**src/hdl/flow_ctrl_defs.svh**
```systemverilog
// Purpose: offsets, field positions and reset values of the port flow register
// Assumes: byte addressed register port, 32-bit data
// Notes: definitions only
`ifndef FLOW_CTRL_DEFS_SVH
`define FLOW_CTRL_DEFS_SVH
// ----------------------------------------------------------------------------
// register map
// ----------------------------------------------------------------------------
`define FC_ADDR_W 12
`define FC_PORT2_OFFSET 12'h1a4
// ----------------------------------------------------------------------------
// field positions
// ----------------------------------------------------------------------------
`define FC_BIT_MANUAL 0
`define FC_BIT_TX_EN 1
`define FC_BIT_RX_EN 2
`define FC_BIT_CUR_TX 3
`define FC_BIT_CUR_RX 4
`define FC_BIT_CUR_DUP 5
`define FC_BIT_BP_EN 6
`define FC_FIELD_W 7
`define FC_RESERVED_W 25
`define FC_WRITABLE_MASK 7'h47
`define FC_CTRL_RESET 4'h0
`endif

```
**src/hdl/flow_ctrl_pkg.sv**
```systemverilog
// Purpose: types shared by the port flow control block
// Assumes: nothing
// Notes: constants live in flow_ctrl_defs.svh
package flow_ctrl_pkg;
   // ----------------------------------------------------------------------------
   // writable control fields
   // ----------------------------------------------------------------------------
   typedef struct packed {
      logic backpressure_enable_bit;
      logic manual_pause_receive_enable;
      logic manual_pause_transmit_enable;
      logic manual_flow_select;
   } ctrl_s;

   // in-force settings delivered to the mac
   typedef struct packed {
      logic half_duplex;
      logic pause_rx;
      logic pause_tx;
      logic backpressure;
   } effective_s;

   // default straps as loaded after reset release or by the loader
   typedef struct packed {
      logic backpressure_default_strap;
      logic full_duplex_pause_default_strap;
      logic manual_select_default_strap;
   } strap_s;

   // load sequencing after reset release
   typedef enum logic [2:0] {
      ST_RESET = 3'h1,
      ST_LOAD = 3'h2,
      ST_RUN = 3'h4
   } load_state_e;
endpackage : flow_ctrl_pkg

```
**src/hdl/port_flow_control_select.sv**
```systemverilog
// Purpose: port two manual flow control register and its effective outputs
// Assumes: straps and negotiation results arrive from other clock domains
// Notes: register port gives read data one cycle after the read strobe
//
// Strobed register access was left to the implementer.
`timescale 1ns/10ps
`default_nettype none
`include "flow_ctrl_defs.svh"
module port_flow_control_select (
   input wire logic clk_sys,
   input wire logic rst,
   input wire logic [`FC_ADDR_W-1:0] reg_addr,
   input wire logic [31:0] reg_wdata,
   input wire logic reg_wr,
   input wire logic reg_rd,
   output logic [31:0] reg_rdata,
   input wire flow_ctrl_pkg::strap_s strap_pins,
   input wire logic strap_reload,
   input wire flow_ctrl_pkg::strap_s strap_reload_values,
   input wire logic an_enable,
   input wire logic an_pause_rx,
   input wire logic an_pause_tx,
   input wire logic an_half_duplex,
   output logic pause_rx_enable,
   output logic pause_tx_enable,
   output logic backpressure_enable,
   output logic half_duplex_active
);
   // ----------------------------------------------------------------------------
   // declarations
   // ----------------------------------------------------------------------------
   localparam int SYNC_W = 7;
   flow_ctrl_pkg::strap_s strap_sync;
   flow_ctrl_pkg::ctrl_s ctrl_q;
   flow_ctrl_pkg::ctrl_s strap_ctrl;
   flow_ctrl_pkg::ctrl_s reload_ctrl;
   flow_ctrl_pkg::effective_s eff;
   flow_ctrl_pkg::load_state_e state_q;
   logic an_enable_s;
   logic an_pause_rx_s;
   logic an_pause_tx_s;
   logic an_half_s;
   logic [SYNC_W-1:0] sync_in;
   logic [SYNC_W-1:0] sync_out;
   logic hit;
   logic wr_hit;
   logic fill_q;
   logic [`FC_FIELD_W-1:0] status_word;

   // ----------------------------------------------------------------------------
   // input synchronisers
   // ----------------------------------------------------------------------------
   // straps and negotiation results come from pins or other clock domains
   assign sync_in = {strap_pins, an_enable, an_pause_rx, an_pause_tx,
                     an_half_duplex};

   sync2 #(
      .W(SYNC_W)
   ) u_sync (
      .clk_sys(clk_sys),
      .rst(rst),
      .d(sync_in),
      .q(sync_out)
   );

   assign strap_sync = sync_out[6:4];
   assign an_enable_s = sync_out[3];
   assign an_pause_rx_s = sync_out[2];
   assign an_pause_tx_s = sync_out[1];
   assign an_half_s = sync_out[0];

   // ----------------------------------------------------------------------------
   // strap mapping onto control fields
   // ----------------------------------------------------------------------------
   // one full duplex strap seeds both manual pause enables
   assign strap_ctrl.backpressure_enable_bit =
      strap_sync.backpressure_default_strap;
   assign strap_ctrl.manual_pause_receive_enable =
      strap_sync.full_duplex_pause_default_strap;
   assign strap_ctrl.manual_pause_transmit_enable =
      strap_sync.full_duplex_pause_default_strap;
   assign strap_ctrl.manual_flow_select =
      strap_sync.manual_select_default_strap;

   // loader values come from logic on this clock, no synchroniser needed
   assign reload_ctrl.backpressure_enable_bit =
      strap_reload_values.backpressure_default_strap;
   assign reload_ctrl.manual_pause_receive_enable =
      strap_reload_values.full_duplex_pause_default_strap;
   assign reload_ctrl.manual_pause_transmit_enable =
      strap_reload_values.full_duplex_pause_default_strap;
   assign reload_ctrl.manual_flow_select =
      strap_reload_values.manual_select_default_strap;

   // ----------------------------------------------------------------------------
   // strap capture sequencing
   // ----------------------------------------------------------------------------
   // the synchroniser needs two edges after release before its output holds
   // the straps, so the reset state waits one extra edge on this flag
   always_ff @(posedge clk_sys or posedge rst) begin
      if (rst) begin
         fill_q <= 1'b0;
      end else begin
         fill_q <= 1'b1;
      end
   end

   // a flop under async reset may only take a constant, so the straps are
   // caught by a clocked load once the synchroniser has filled after release
   always_ff @(posedge clk_sys or posedge rst) begin
      if (rst) begin
         state_q <= flow_ctrl_pkg::ST_RESET;
      end else begin
         case (state_q)
            flow_ctrl_pkg::ST_RESET: begin
               if (fill_q) begin
                  state_q <= flow_ctrl_pkg::ST_LOAD;
               end
            end
            flow_ctrl_pkg::ST_LOAD: begin
               state_q <= flow_ctrl_pkg::ST_RUN;
            end
            flow_ctrl_pkg::ST_RUN: begin
               state_q <= flow_ctrl_pkg::ST_RUN;
            end
            default: begin
               state_q <= flow_ctrl_pkg::ST_RESET;
            end
         endcase
      end
   end

   // ----------------------------------------------------------------------------
   // register decode
   // ----------------------------------------------------------------------------
   assign hit = (reg_addr == `FC_PORT2_OFFSET);
   assign wr_hit = reg_wr & hit & (state_q == flow_ctrl_pkg::ST_RUN);

   // ----------------------------------------------------------------------------
   // control fields
   // ----------------------------------------------------------------------------
   // loader reload wins over a software write in the same cycle, since the
   // loader runs once after reset and software expects its result to hold
   always_ff @(posedge clk_sys or posedge rst) begin
      if (rst) begin
         ctrl_q <= `FC_CTRL_RESET;
      end else if (state_q == flow_ctrl_pkg::ST_LOAD) begin
         ctrl_q <= strap_ctrl;
      end else if (strap_reload) begin
         ctrl_q <= reload_ctrl;
      end else if (wr_hit) begin
         // only writable bits are taken; status and reserved bits dropped
         ctrl_q.backpressure_enable_bit <=
            reg_wdata[`FC_BIT_BP_EN];
         ctrl_q.manual_pause_receive_enable <= reg_wdata[`FC_BIT_RX_EN];
         ctrl_q.manual_pause_transmit_enable <= reg_wdata[`FC_BIT_TX_EN];
         ctrl_q.manual_flow_select <= reg_wdata[`FC_BIT_MANUAL];
      end
   end

   // ----------------------------------------------------------------------------
   // effective flow control
   // ----------------------------------------------------------------------------
   // advertisement register is not reachable from here, so writes cannot
   // alter what the phy advertises
   flow_resolve u_resolve (
      .ctrl(ctrl_q),
      .an_enable(an_enable_s),
      .an_pause_rx(an_pause_rx_s),
      .an_pause_tx(an_pause_tx_s),
      .half_duplex(an_half_s),
      .eff(eff)
   );

   // outputs registered so the mac sees glitch free levels
   always_ff @(posedge clk_sys or posedge rst) begin
      if (rst) begin
         pause_rx_enable <= 1'b0;
         pause_tx_enable <= 1'b0;
         backpressure_enable <= 1'b0;
         half_duplex_active <= 1'b0;
      end else begin
         pause_rx_enable <= eff.pause_rx;
         pause_tx_enable <= eff.pause_tx;
         backpressure_enable <= eff.backpressure;
         half_duplex_active <= eff.half_duplex;
      end
   end

   // ----------------------------------------------------------------------------
   // read path
   // ----------------------------------------------------------------------------
   // status bits read the registered in-force values, matching the mac
   always_comb begin
      status_word = '0;
      status_word[`FC_BIT_BP_EN] = ctrl_q.backpressure_enable_bit;
      status_word[`FC_BIT_CUR_DUP] = half_duplex_active;
      status_word[`FC_BIT_CUR_RX] = pause_rx_enable;
      status_word[`FC_BIT_CUR_TX] = pause_tx_enable;
      status_word[`FC_BIT_RX_EN] = ctrl_q.manual_pause_receive_enable;
      status_word[`FC_BIT_TX_EN] = ctrl_q.manual_pause_transmit_enable;
      status_word[`FC_BIT_MANUAL] = ctrl_q.manual_flow_select;
   end

   // unmapped addresses and idle cycles return zero
   always_ff @(posedge clk_sys or posedge rst) begin
      if (rst) begin
         reg_rdata <= 32'h0000_0000;
      end else if (reg_rd && hit) begin
         reg_rdata <= {{`FC_RESERVED_W{1'b0}}, status_word};
      end else begin
         reg_rdata <= 32'h0000_0000;
      end
   end
endmodule : port_flow_control_select
`default_nettype wire

```
**src/hdl/sync2.sv**
```systemverilog
// Purpose: two flop synchroniser for a bus of levels
// Assumes: inputs are quasi static levels
// Notes: first stage is read only by the second stage
`timescale 1ns/10ps
`default_nettype none
module sync2 #(
   parameter int W = 1
) (
   input wire logic clk_sys,
   input wire logic rst,
   input wire logic [W-1:0] d,
   output logic [W-1:0] q
);
   logic [W-1:0] meta_q;

   // ----------------------------------------------------------------------------
   // two stage chain
   // ----------------------------------------------------------------------------
   always_ff @(posedge clk_sys or posedge rst) begin
      if (rst) begin
         meta_q <= '0;
         q <= '0;
      end else begin
         meta_q <= d;
         q <= meta_q;
      end
   end
endmodule : sync2
`default_nettype wire

```
**src/hdl/flow_resolve.sv**
```systemverilog
// Purpose: chooses the pause enables in force from manual bits or negotiation
// Assumes: negotiation inputs are already synchronised
// Notes: purely combinational
`timescale 1ns/10ps
`default_nettype none
module flow_resolve (
   input wire flow_ctrl_pkg::ctrl_s ctrl,
   input wire logic an_enable,
   input wire logic an_pause_rx,
   input wire logic an_pause_tx,
   input wire logic half_duplex,
   output flow_ctrl_pkg::effective_s eff
);
   logic use_manual;

   // ----------------------------------------------------------------------------
   // source selection
   // ----------------------------------------------------------------------------
   // manual bits govern when selected or when negotiation is off
   assign use_manual = ctrl.manual_flow_select | ~an_enable;

   // pause frames only exist in full duplex, so half duplex forces them off
   always_comb begin
      eff.half_duplex = half_duplex;
      eff.backpressure = ctrl.backpressure_enable_bit;
      if (half_duplex) begin
         eff.pause_rx = 1'b0;
         eff.pause_tx = 1'b0;
      end else if (use_manual) begin
         eff.pause_rx = ctrl.manual_pause_receive_enable;
         eff.pause_tx = ctrl.manual_pause_transmit_enable;
      end else begin
         eff.pause_rx = an_pause_rx;
         eff.pause_tx = an_pause_tx;
      end
   end
endmodule : flow_resolve
`default_nettype wire

```
**config.mk**
```make
export PLATFORM = sky130hd
export DESIGN_NAME = port_flow_control_select
export DESIGN_NICKNAME = d
export VERILOG_FILES = /design/src/hdl/flow_ctrl_pkg.sv /design/src/hdl/port_flow_control_select.sv /design/src/hdl/sync2.sv /design/src/hdl/flow_resolve.sv
export VERILOG_INCLUDE_DIRS = /design/src /design/src/hdl
export SDC_FILE = /design/constraint.sdc
export NUM_CORES = 1
export LEC_CHECK = 0
export BUFFER_PORTS_ARGS = -buffer_cell sky130_fd_sc_hd__buf_2
export CORE_AREA = 3 3 67 69
export DETAILED_ROUTE_END_ITERATION = 10
export DIE_AREA = 0 0 70 72
export PLACE_DENSITY = 0.72
export SLEW_MARGIN = 20
export SYNTH_ARGS = -nofsm -noshare
export SYNTH_HDL_FRONTEND = slang
export SYNTH_SLANG_ARGS = --single-unit
```
**constraint.sdc**
```tcl
create_clock -name clk_sys -period 1.3 [get_ports clk_sys]
set_input_delay 0.13 -clock clk_sys [delete_from_list [all_inputs] [get_ports clk_sys]]
set_output_delay 0.13 -clock clk_sys [all_outputs]
set_load 0.02 [all_outputs]
```
# Word-level counts from Yosys, hierarchy flattened
# Index checks and enable logic that the tools add are counted.
# W data, S select, Z words.
[word_totals] register_bits=58
[classes] eq_ne=5 muxes=8 n_bitwise=4 n_reduce_logical=3
[ops] op="$eq A12 B9 Y1 const B" n=1
[ops] op="$mux W4" n=3
[ops] op="$mux W7" n=1
[ops] op="$pmux W3 S2" n=1
[ops] op="$mux W2" n=2
[ops] op="$eq A3 B1 Y1 const B" n=1
[ops] op="$eq A3 B2 Y1 const B" n=1
[ops] op="$eq A3 B3 Y1 const B" n=1
[ops] op="$mux W3" n=1
[ops] op="$reduce_bool A3 Y1" n=1
[ops] op="$and A1 B1 Y1" n=2
[ops] op="$ne A2 B2 Y1 const B" n=1
[ops] op="$reduce_or A2 Y1" n=1
[ops] op="$logic_and A1 B1 Y1" n=1
[ops] op="$not A1 Y1" n=1
[ops] op="$or A1 B1 Y1" n=1

# Longest topological paths before layout
# Gate-level depths: netlist of run 1.
[logic_depth] ltp_word=6 mapped_depth=4 depth_no_buf=4

# Hierarchy
# From an unflattened synthesis of run 1, not the netlist that was laid out.
[unflattened] hier_cells=110 area_unflattened_um2=1420.1
[by_module_without_submodules] mod="port_flow_control_select" n_inst=1 cells_per_inst=86 area_per_inst_um2=988.4
[by_module_without_submodules] mod="sync2" n_inst=1 cells_per_inst=15 area_per_inst_um2=354.1
[by_module_without_submodules] mod="flow_resolve" n_inst=1 cells_per_inst=9 area_per_inst_um2=77.6

# Least setup slack after synthesis of run 1
# Ideal clock, no wire load.
[synth_path] path_kind="register to register" from="reg state_q[2]" to="reg ctrl_q[0] (netlist name)" setup_time_ps=125 arrival_time_ps=1219 required_ps=1175 setup_slack_ps=-45 path_stages_with_launch=5 path_cell_list="dfrtp_1 -> nor3b_4 -> nor2_2 -> o21ai_4 -> mux2_4"
[synth_between] elab_chain_len=3 word_cells_on_any_way=5
[synth_rtl] element="start: declaration" line="port_flow_control_select.sv:38" source="flow_ctrl_pkg::load_state_e state_q;"
[synth_rtl] element="start signal: assignment" line="port_flow_control_select.sv:112" source="state_q <= flow_ctrl_pkg::ST_RESET;"
[synth_rtl] element="start signal: assignment" line="port_flow_control_select.sv:117" source="state_q <= flow_ctrl_pkg::ST_LOAD;"
[synth_rtl] element="start signal: assignment" line="port_flow_control_select.sv:121" source="state_q <= flow_ctrl_pkg::ST_RUN;"
[synth_rtl] element="$eq A3 B3 Y1" line="port_flow_control_select.sv:137" source="assign wr_hit = reg_wr & hit & (state_q == flow_ctrl_pkg::ST_RUN);"
[synth_rtl] element="$and A1 B1 Y1" line="port_flow_control_select.sv:137"
[synth_rtl] element="$reduce_bool A3 Y1 (no line)"
[synth_rtl] element="end signal: assignment" line="port_flow_control_select.sv:146" source="ctrl_q <= `FC_CTRL_RESET;"
[synth_rtl] element="end signal: assignment" line="port_flow_control_select.sv:148" source="ctrl_q <= strap_ctrl;"
[synth_rtl] element="end signal: assignment" line="port_flow_control_select.sv:150" source="ctrl_q <= reload_ctrl;"
[synth_rtl] element="end: declaration" line="port_flow_control_select.sv:34" source="flow_ctrl_pkg::ctrl_s ctrl_q;"
# Several ways; a longest one is shown, not always the timed one.
# A chain may end at the register's enable or synchronous reset.

# Worst setup path after layout of run 1
# Ends and elaborated chain as after synthesis.

==> impl_results.md, run 1 <==
* Seq cells post-synth at 33
* Vias in the first global route at 840
* Period Utilization, post-route at 103%
* Layout Utilization at 45.5%
* Static Leak at 0.948 nW
* Tmin final at 1340 ps
* Slew Limit Fails at 0
* Gr usage total at 9.31%
* Area Growth Syn to Fin at 30.3%
* Mapped Area at 0.00139 mm2
* CP endpoint kind: flip-flop
* CP Class: flip-flop to flip-flop
* RSZ-0062 raised after global routing: yes
* R2R cell count at 4
* Vias/cell at 3.85
* Fillers at 373
* Post-Place Cells at 204
* Die X at 70 um
* RePlAce Congestion at 0.722
* Syn Area/Cell at 13.0 um2
* Row cnt at 23
* H-tree level count at 2
* Fraction of layout cells with a size suffix above 1 at 40.4%
* Maximum clock path buffer count at 2
* GR Overflow Total at 0
* # setup viols final at 3
* Final wirelength at 2190 um
* Outcome: finished with violations
* Nets at 229
* First-pass GRT wire length at 3540 um
* Drt wl/cell at 9.91 um
* Worst Path Max Fanout at 6
* Die area at 0.00504 mm2
* DP Worst Slack at -22.4 ps
* CTS Root Cell: clkbuf_8
* Residual DRC at 0
* Syn Inst Count at 107
* Layout Cells excl Fill at 221
* Final HPWL DP at 1630 um
* Via count at 851
* Synth cell types at 27
* Initial DRC count at 8
* Worst skew pair latency at 280 ps
* Core area at 0.00397 mm2
* Worst reg2reg path startpoint: state_q[2]
* EDFF count, synth at 0
* Commonest register cell after synthesis: dfrtp_1
* Initial Utilization at 34.9%
* Final Hold Viols at 0
* Worst hold path class: input port to flip-flop
* Drt pass-1 iters at 4
* Initial antenna violation count at 0
* Violations in the final reports: negative setup slack
* Crit path DAT at 1500 ps
* CTS tree: built
* Asr flop ratio synth at 100%
* Register area share after synthesis at 59.6%
* R2R Setup Slk at -40 ps
* Post-detailed-route count of antenna-violating nets at 0
* Crit path to: ctrl_q[0]
* R2R Path End: ctrl_q[0]
* CTS clk-pin slew, worst paths at 60 ps
* Largest net degree at the start of global routing at 34
* Max Cap Violations at 0
* Fmax at 748 MHz
* Pwr Density at 1470 mW/mm2
* IO Count at 95
* Post-route setup slack at -36.1 ps
* Clk sinks at 33
* Total Power at 0.00265 W
* Port buffer count at 41
* # diodes at 0
* Worst EP required at 1470 ps
* Synth warn at 0
* Startpoint types: flip-flop
* Layout Skew at 4.03 ps
* Die Span Y at 72 um
* VDD IR max at 0.000870 V
* Cts bufs inserted at 5
* CP startpoint: state_q[2]
[cell usage in the layout (no fill, tap or decap), drive strengths merged, types with 2 or more instances in the layout]
master / synthesis / routed
buf: 25 / 49
dfrtp: 32 / 32
conb: 2 / 26
dlygate4sd3: 0 / 8
clkbuf: 0 / 7
mux2i: 6 / 6
nand2: 6 / 6
and2: 5 / 5
nor2: 5 / 5
inv: 4 / 4
a21oi: 3 / 3
o21ai: 3 / 3
mux2: 2 / 2
nor4: 2 / 2
nor4b: 2 / 2
nor3: 2 / 2
[state kept, by name, indices dropped and copies added (netlist names), 3 cells and up]
signal         flops
reg_rdata          7
u_sync.meta_q      7
u_sync.q           7
state_q            3
ctrl_q             4
[stage by stage]
| step | cell area [um2] | setup TNS (ps) | hold WS, ps |
|---|---|---|---|
| finish | 1810 | -71.0 | 130 |
| global route | 1810 | -382 | 136 |
| CTS | 1800 | -48.0 | 122 |
| detailed placement | 1610 | -82.7 | 237 |
| global placement | 1610 | -30.1 | 231 |
| floorplan | 1480 | -49.8 | 161 |
[synth_stat cells (2+ instances only)]
cell,n,share of area [%]
buf_4,25,14
and2_1,5,2.3
a21oi_1,3,1.1
mux2i_1,6,4.3
nor2_1,4,1.1
mux2_4,2,2.2
inv_1,4,1.1
o21ai_0,2,0.72
nor4_1,2,0.90
nand2_1,5,1.4
conb_1,2,0.54
dfrtp_1,32,58
[per-layer routing]
| layer | vias up | GRT usage (%) | wire, um |
|---|---|---|---|
| li1 | 426 | - | - |
| met1 | 372 | 9.38 | 833 |
| met2 | 50 | 16.2 | 1080 |
| met3 | 3 | 5.40 | 254 |
| met4 | 0 | 3.19 | 27 |
| met5 | - | 0 | 0 |
[power by group]
part | internal, W | total, W | switching, W
clock network | 0.000478 | 0.000821 | 0.000344
logic | 0.000284 | 0.000581 | 0.000296
registers | 0.00117 | 0.00125 | 0.0000823
total | 0.00193 | 0.00265 | 0.000722
[area by class of cell]
type | count | area, um2 | area share [%]
clock inverter | 1 | 5.00 | 0.277
multi-input combinational | 69 | 457 | 25.3
tap | 50 | 62.6 | 3.46
inverter | 4 | 15.0 | 0.830
clock buffer | 7 | 96.3 | 5.33
timing repair buffer | 57 | 345 | 19.1
sequential | 33 | 827 | 45.7
[what timing repair did]
action,in CTS,in global routing
setup endpoints to repair,3,4
hold buffers,8,0
hold endpoints to repair,39,0
resized for setup,1,1
buffers inserted,0,2
cloned,0,0
[worst min-delay path by stage]
stage,start,endpoint,slack [ps],cells past startpoint
finish,reg_addr[4],reg_rdata[1],130,3
global route,reg_addr[4],reg_rdata[1],140,3
CTS,reg_addr[4],reg_rdata[1],120,3
detailed placement,rst,u_sync.meta_q[4],240,3
global placement,rst,u_sync.meta_q[3],230,3
floorplan,an_half_duplex,u_sync.meta_q[0],160,0
[critical path, cell delays in order (launching register included)]
cell,delay [ps]
dfrtp_1,400
nor3b_4,340
nor2_4,80
o21ai_4,90
mux2_4,310
[kinds of logic after synthesis]
group / share of synthesized area (%)
flip-flops: 59.6
buffers and inverters: 14.6
AND/OR/NAND/NOR: 15.1
multiplexers: 6.49
AO/OA/AOI/OAI: 2.98
other: 0.541
XOR/XNOR: 0.631
No activity file was read; power rests on OpenSTA's default activity.
==> run 2: changes to the inputs <==
--- a/config.mk
+++ b/config.mk
@@ -6,11 +6,11 @@
 export SDC_FILE = /design/constraint.sdc
 export NUM_CORES = 1
 export LEC_CHECK = 0
-export BUFFER_PORTS_ARGS = -buffer_cell sky130_fd_sc_hd__buf_2
 export CORE_AREA = 3 3 67 69
 export DETAILED_ROUTE_END_ITERATION = 10
 export DIE_AREA = 0 0 70 72
-export PLACE_DENSITY = 0.72
+export DONT_BUFFER_PORTS = 1
+export PLACE_DENSITY = 0.51
 export SLEW_MARGIN = 20
 export SYNTH_ARGS = -nofsm -noshare
 export SYNTH_HDL_FRONTEND = slang
==> run 2 against run 1 <==
  * The flow still finishes with violations (negative setup slack)
  * Sequential power rose by 4%
  * Die area did not move
  * Cell area shrank 13%
  * Via count decreased by 14%
  * Sequential share of layout area increased by 6.9 points
  * Largest power group unchanged
  * Highest routed layer unchanged
==> impl_results.md, run 2 (synthesis results as in run 1) <==
* Max Cap Violations at 0 (unchanged)
* Commonest non-fill, non-tap cell in the layout: dfrtp_1
* Vias/cell at 4.11 (+6.6%)
* Biggest regs: reg_rdata (7), u_sync.meta_q (7), u_sync.q (7)
* Core area at 0.00397 mm2 (unchanged)
* GR Overflow Total at 0 (unchanged)
* Net Switching at 0.000697 W (-3.5%)
* IO Count at 95 (unchanged)
* Die X at 70 um (unchanged)
* R2R Setup Slk at -30 ps (about the same)
* Die Span Y at 72 um (unchanged)
* Clock Power Share at 29.4% (-1.5 points)
* Post-Place Cells at 159 (-22%)
* Post-route setup slack at -29.7 ps (+6.41 ps)
* Area of the multi-input gates at 457 um2 (unchanged)
* Sequential Power Share at 53.0% (+5.8 points)
* # diodes at 0 (unchanged)
* Final Hold Viols at 0 (unchanged)
* Tmin final at 1330 ps (-6.41 ps)
* Area Growth Syn to Fin at 13.2%
* Clk sinks at 33 (unchanged)
* Pwr Density at 1560 mW/mm2 (+6.4%)
* Cts bufs inserted at 5 (unchanged)
* Commonest non-fill, non-tap cells in the layout: dfrtp_1 (32), conb_1 (26), dlygate4sd3_1 (9)
* Setup_tns at -60.3 ps (+10.6 ps)
* Worst hold path class: input port to flip-flop
* Post-detailed-route count of antenna-violating nets at 0 (unchanged)
* CTS tree: built
* Die area at 0.00504 mm2 (unchanged)
* Violations in the final reports: negative setup slack
* Worst hold slack at 56.0 ps (-73.6 ps)
* WHS Path Cells at 2 (-1)
* Initial DRC count at 9 (+1)
* Fraction of layout cells with a size suffix above 1 at 18.0% (-22 points)
* Residual DRC at 0 (unchanged)
* Cell-internal power at 0.00176 W (-9.2%)
* R2R Path End: ctrl_q[3]
* Gate power share at 17.6% (-4.3 points)
* Crit path DAT at 1500 ps (about the same)
* Port buffer count at 0 (-100%)
* Largest net degree at the start of global routing at 34 (unchanged)
* Fmax at 752 MHz (+0.48%)
* RePlAce Congestion at 0.720 (-0.35%)
* Gr usage total at 9.46% (+0.15 points)
* Worst Path Max Fanout at 6 (unchanged)
* Layout Utilization at 39.5% (-6.0 points)
* HP Start: reg_wdata[2]
* Drt pass-1 iters at 4 (unchanged)
* Worst skew pair latency at 280 ps (about the same)
* Row cnt at 23 (unchanged)
* Worst reg2reg path startpoint: state_q[2]
* Period Utilization, post-route at 102% (-0.49 points)
* Drt wl/cell at 12.5 um (+26%)
* H-tree level count at 2 (unchanged)
* VDD IR max at 0.000763 V (-12%)
* Sw Ratio at 28.4% (+1.2 points)
* Final HPWL DP at 1680 um (+2.8%)
* RSZ-0062 raised after global routing: yes
* Initial antenna violation count at 0 (unchanged)
* CP endpoint kind: flip-flop
* Via count at 731 (-14%)
* Initial Utilization at 34.9% (unchanged)
* Static Leak at 0.752 nW (-21%)
* # setup viols final at 3 (unchanged)
* Vias in the first global route at 765 (-8.9%)
* First-pass GRT wire length at 3500 um (-1.2%)
* Outcome: finished with violations
* CP Class: flip-flop to flip-flop
* CTS Root Cell: clkbuf_8
* R2R cell count at 4 (unchanged)
* CTS clk-pin slew, worst paths at 70 ps (about the same)
* DP Worst Slack at -48.4 ps (-25.9 ps)
* Hold path endpoint: ctrl_q[2]
* Sequential cell area at 827 um2 (unchanged)
* Slew Limit Fails at 0 (unchanged)
* Layout Skew at 5.53 ps (+1.50 ps)
* Nets at 186 (-19%)
* Startpoint types: flip-flop
* CP startpoint: state_q[2]
* Final wirelength at 2220 um (+1.3%)
* Layout Cells excl Fill at 178 (-19%)
* Fillers at 386 (+3.5%)
* Worst EP required at 1470 ps (about the same)
* Maximum clock path buffer count at 2 (unchanged)
run 2: cell type report:
type / count / share of cell area [%]
sequential: 33 / 52.7
inverter: 4 / 0.956
tap: 50 / 3.98
timing repair buffer: 14 / 8.13
clock buffer: 7 / 4.86
clock inverter: 1 / 0.319
multi-input combinational: 69 / 29.1
run 2: repair_timing:
item	CTS	global route
hold buffers	9	0
pin swaps	0	0
buffers inserted	2	0
gates cloned	0	0
endpoints found under the setup margin	4	4
resized for setup	1	1
endpoints found under the hold margin	41	0
run 2: how the worst max path moves through the flow:
stage          slack (ps)        end  cells after the start
5_1_grt              -100  ctrl_q[2]                      5
3_5_place_dp          -50  ctrl_q[3]                      4
3_3_place_gp          -30  ctrl_q[0]                      4
6_report              -30  ctrl_q[3]                      4
2_1_floorplan         -20  ctrl_q[0]                      4
4_1_cts               -20  ctrl_q[3]                      4
run 2: worst max-delay path, cell delays in order (launching register included):
cell	delay (ps)
dfrtp_1	400
nor3b_4	340
nor2_4	70
o21ai_4	90
mux2_4	320
run 2: layer usage:
metal,GRT usage [%],vias up,wire length (um)
met1,8.50,337,725
met3,5.12,7,261
li1,-,338,-
met2,16.4,49,1170
met4,6.38,0,65
met5,0,-,0
run 2: power groups by stage:
stage / clock [W] / sequential (W) / combinational, W
after floorplan: 0 / 0.00130 / 0.000365
after global placement: 0 / 0.00132 / 0.000369
after detailed placement: 0 / 0.00133 / 0.000380
after CTS: 0.000746 / 0.00131 / 0.000433
after global routing: 0.000794 / 0.00132 / 0.000480
final: 0.000720 / 0.00130 / 0.000432
run 2: stage by stage:
| step | total power [W] | area, um2 |
|---|---|---|
| floorplan | 0.00167 | 1480 |
| global placement | 0.00169 | 1380 |
| detailed placement | 0.00171 | 1380 |
| CTS | 0.00249 | 1570 |
| global route | 0.00260 | 1570 |
| finish | 0.00245 | 1570 |
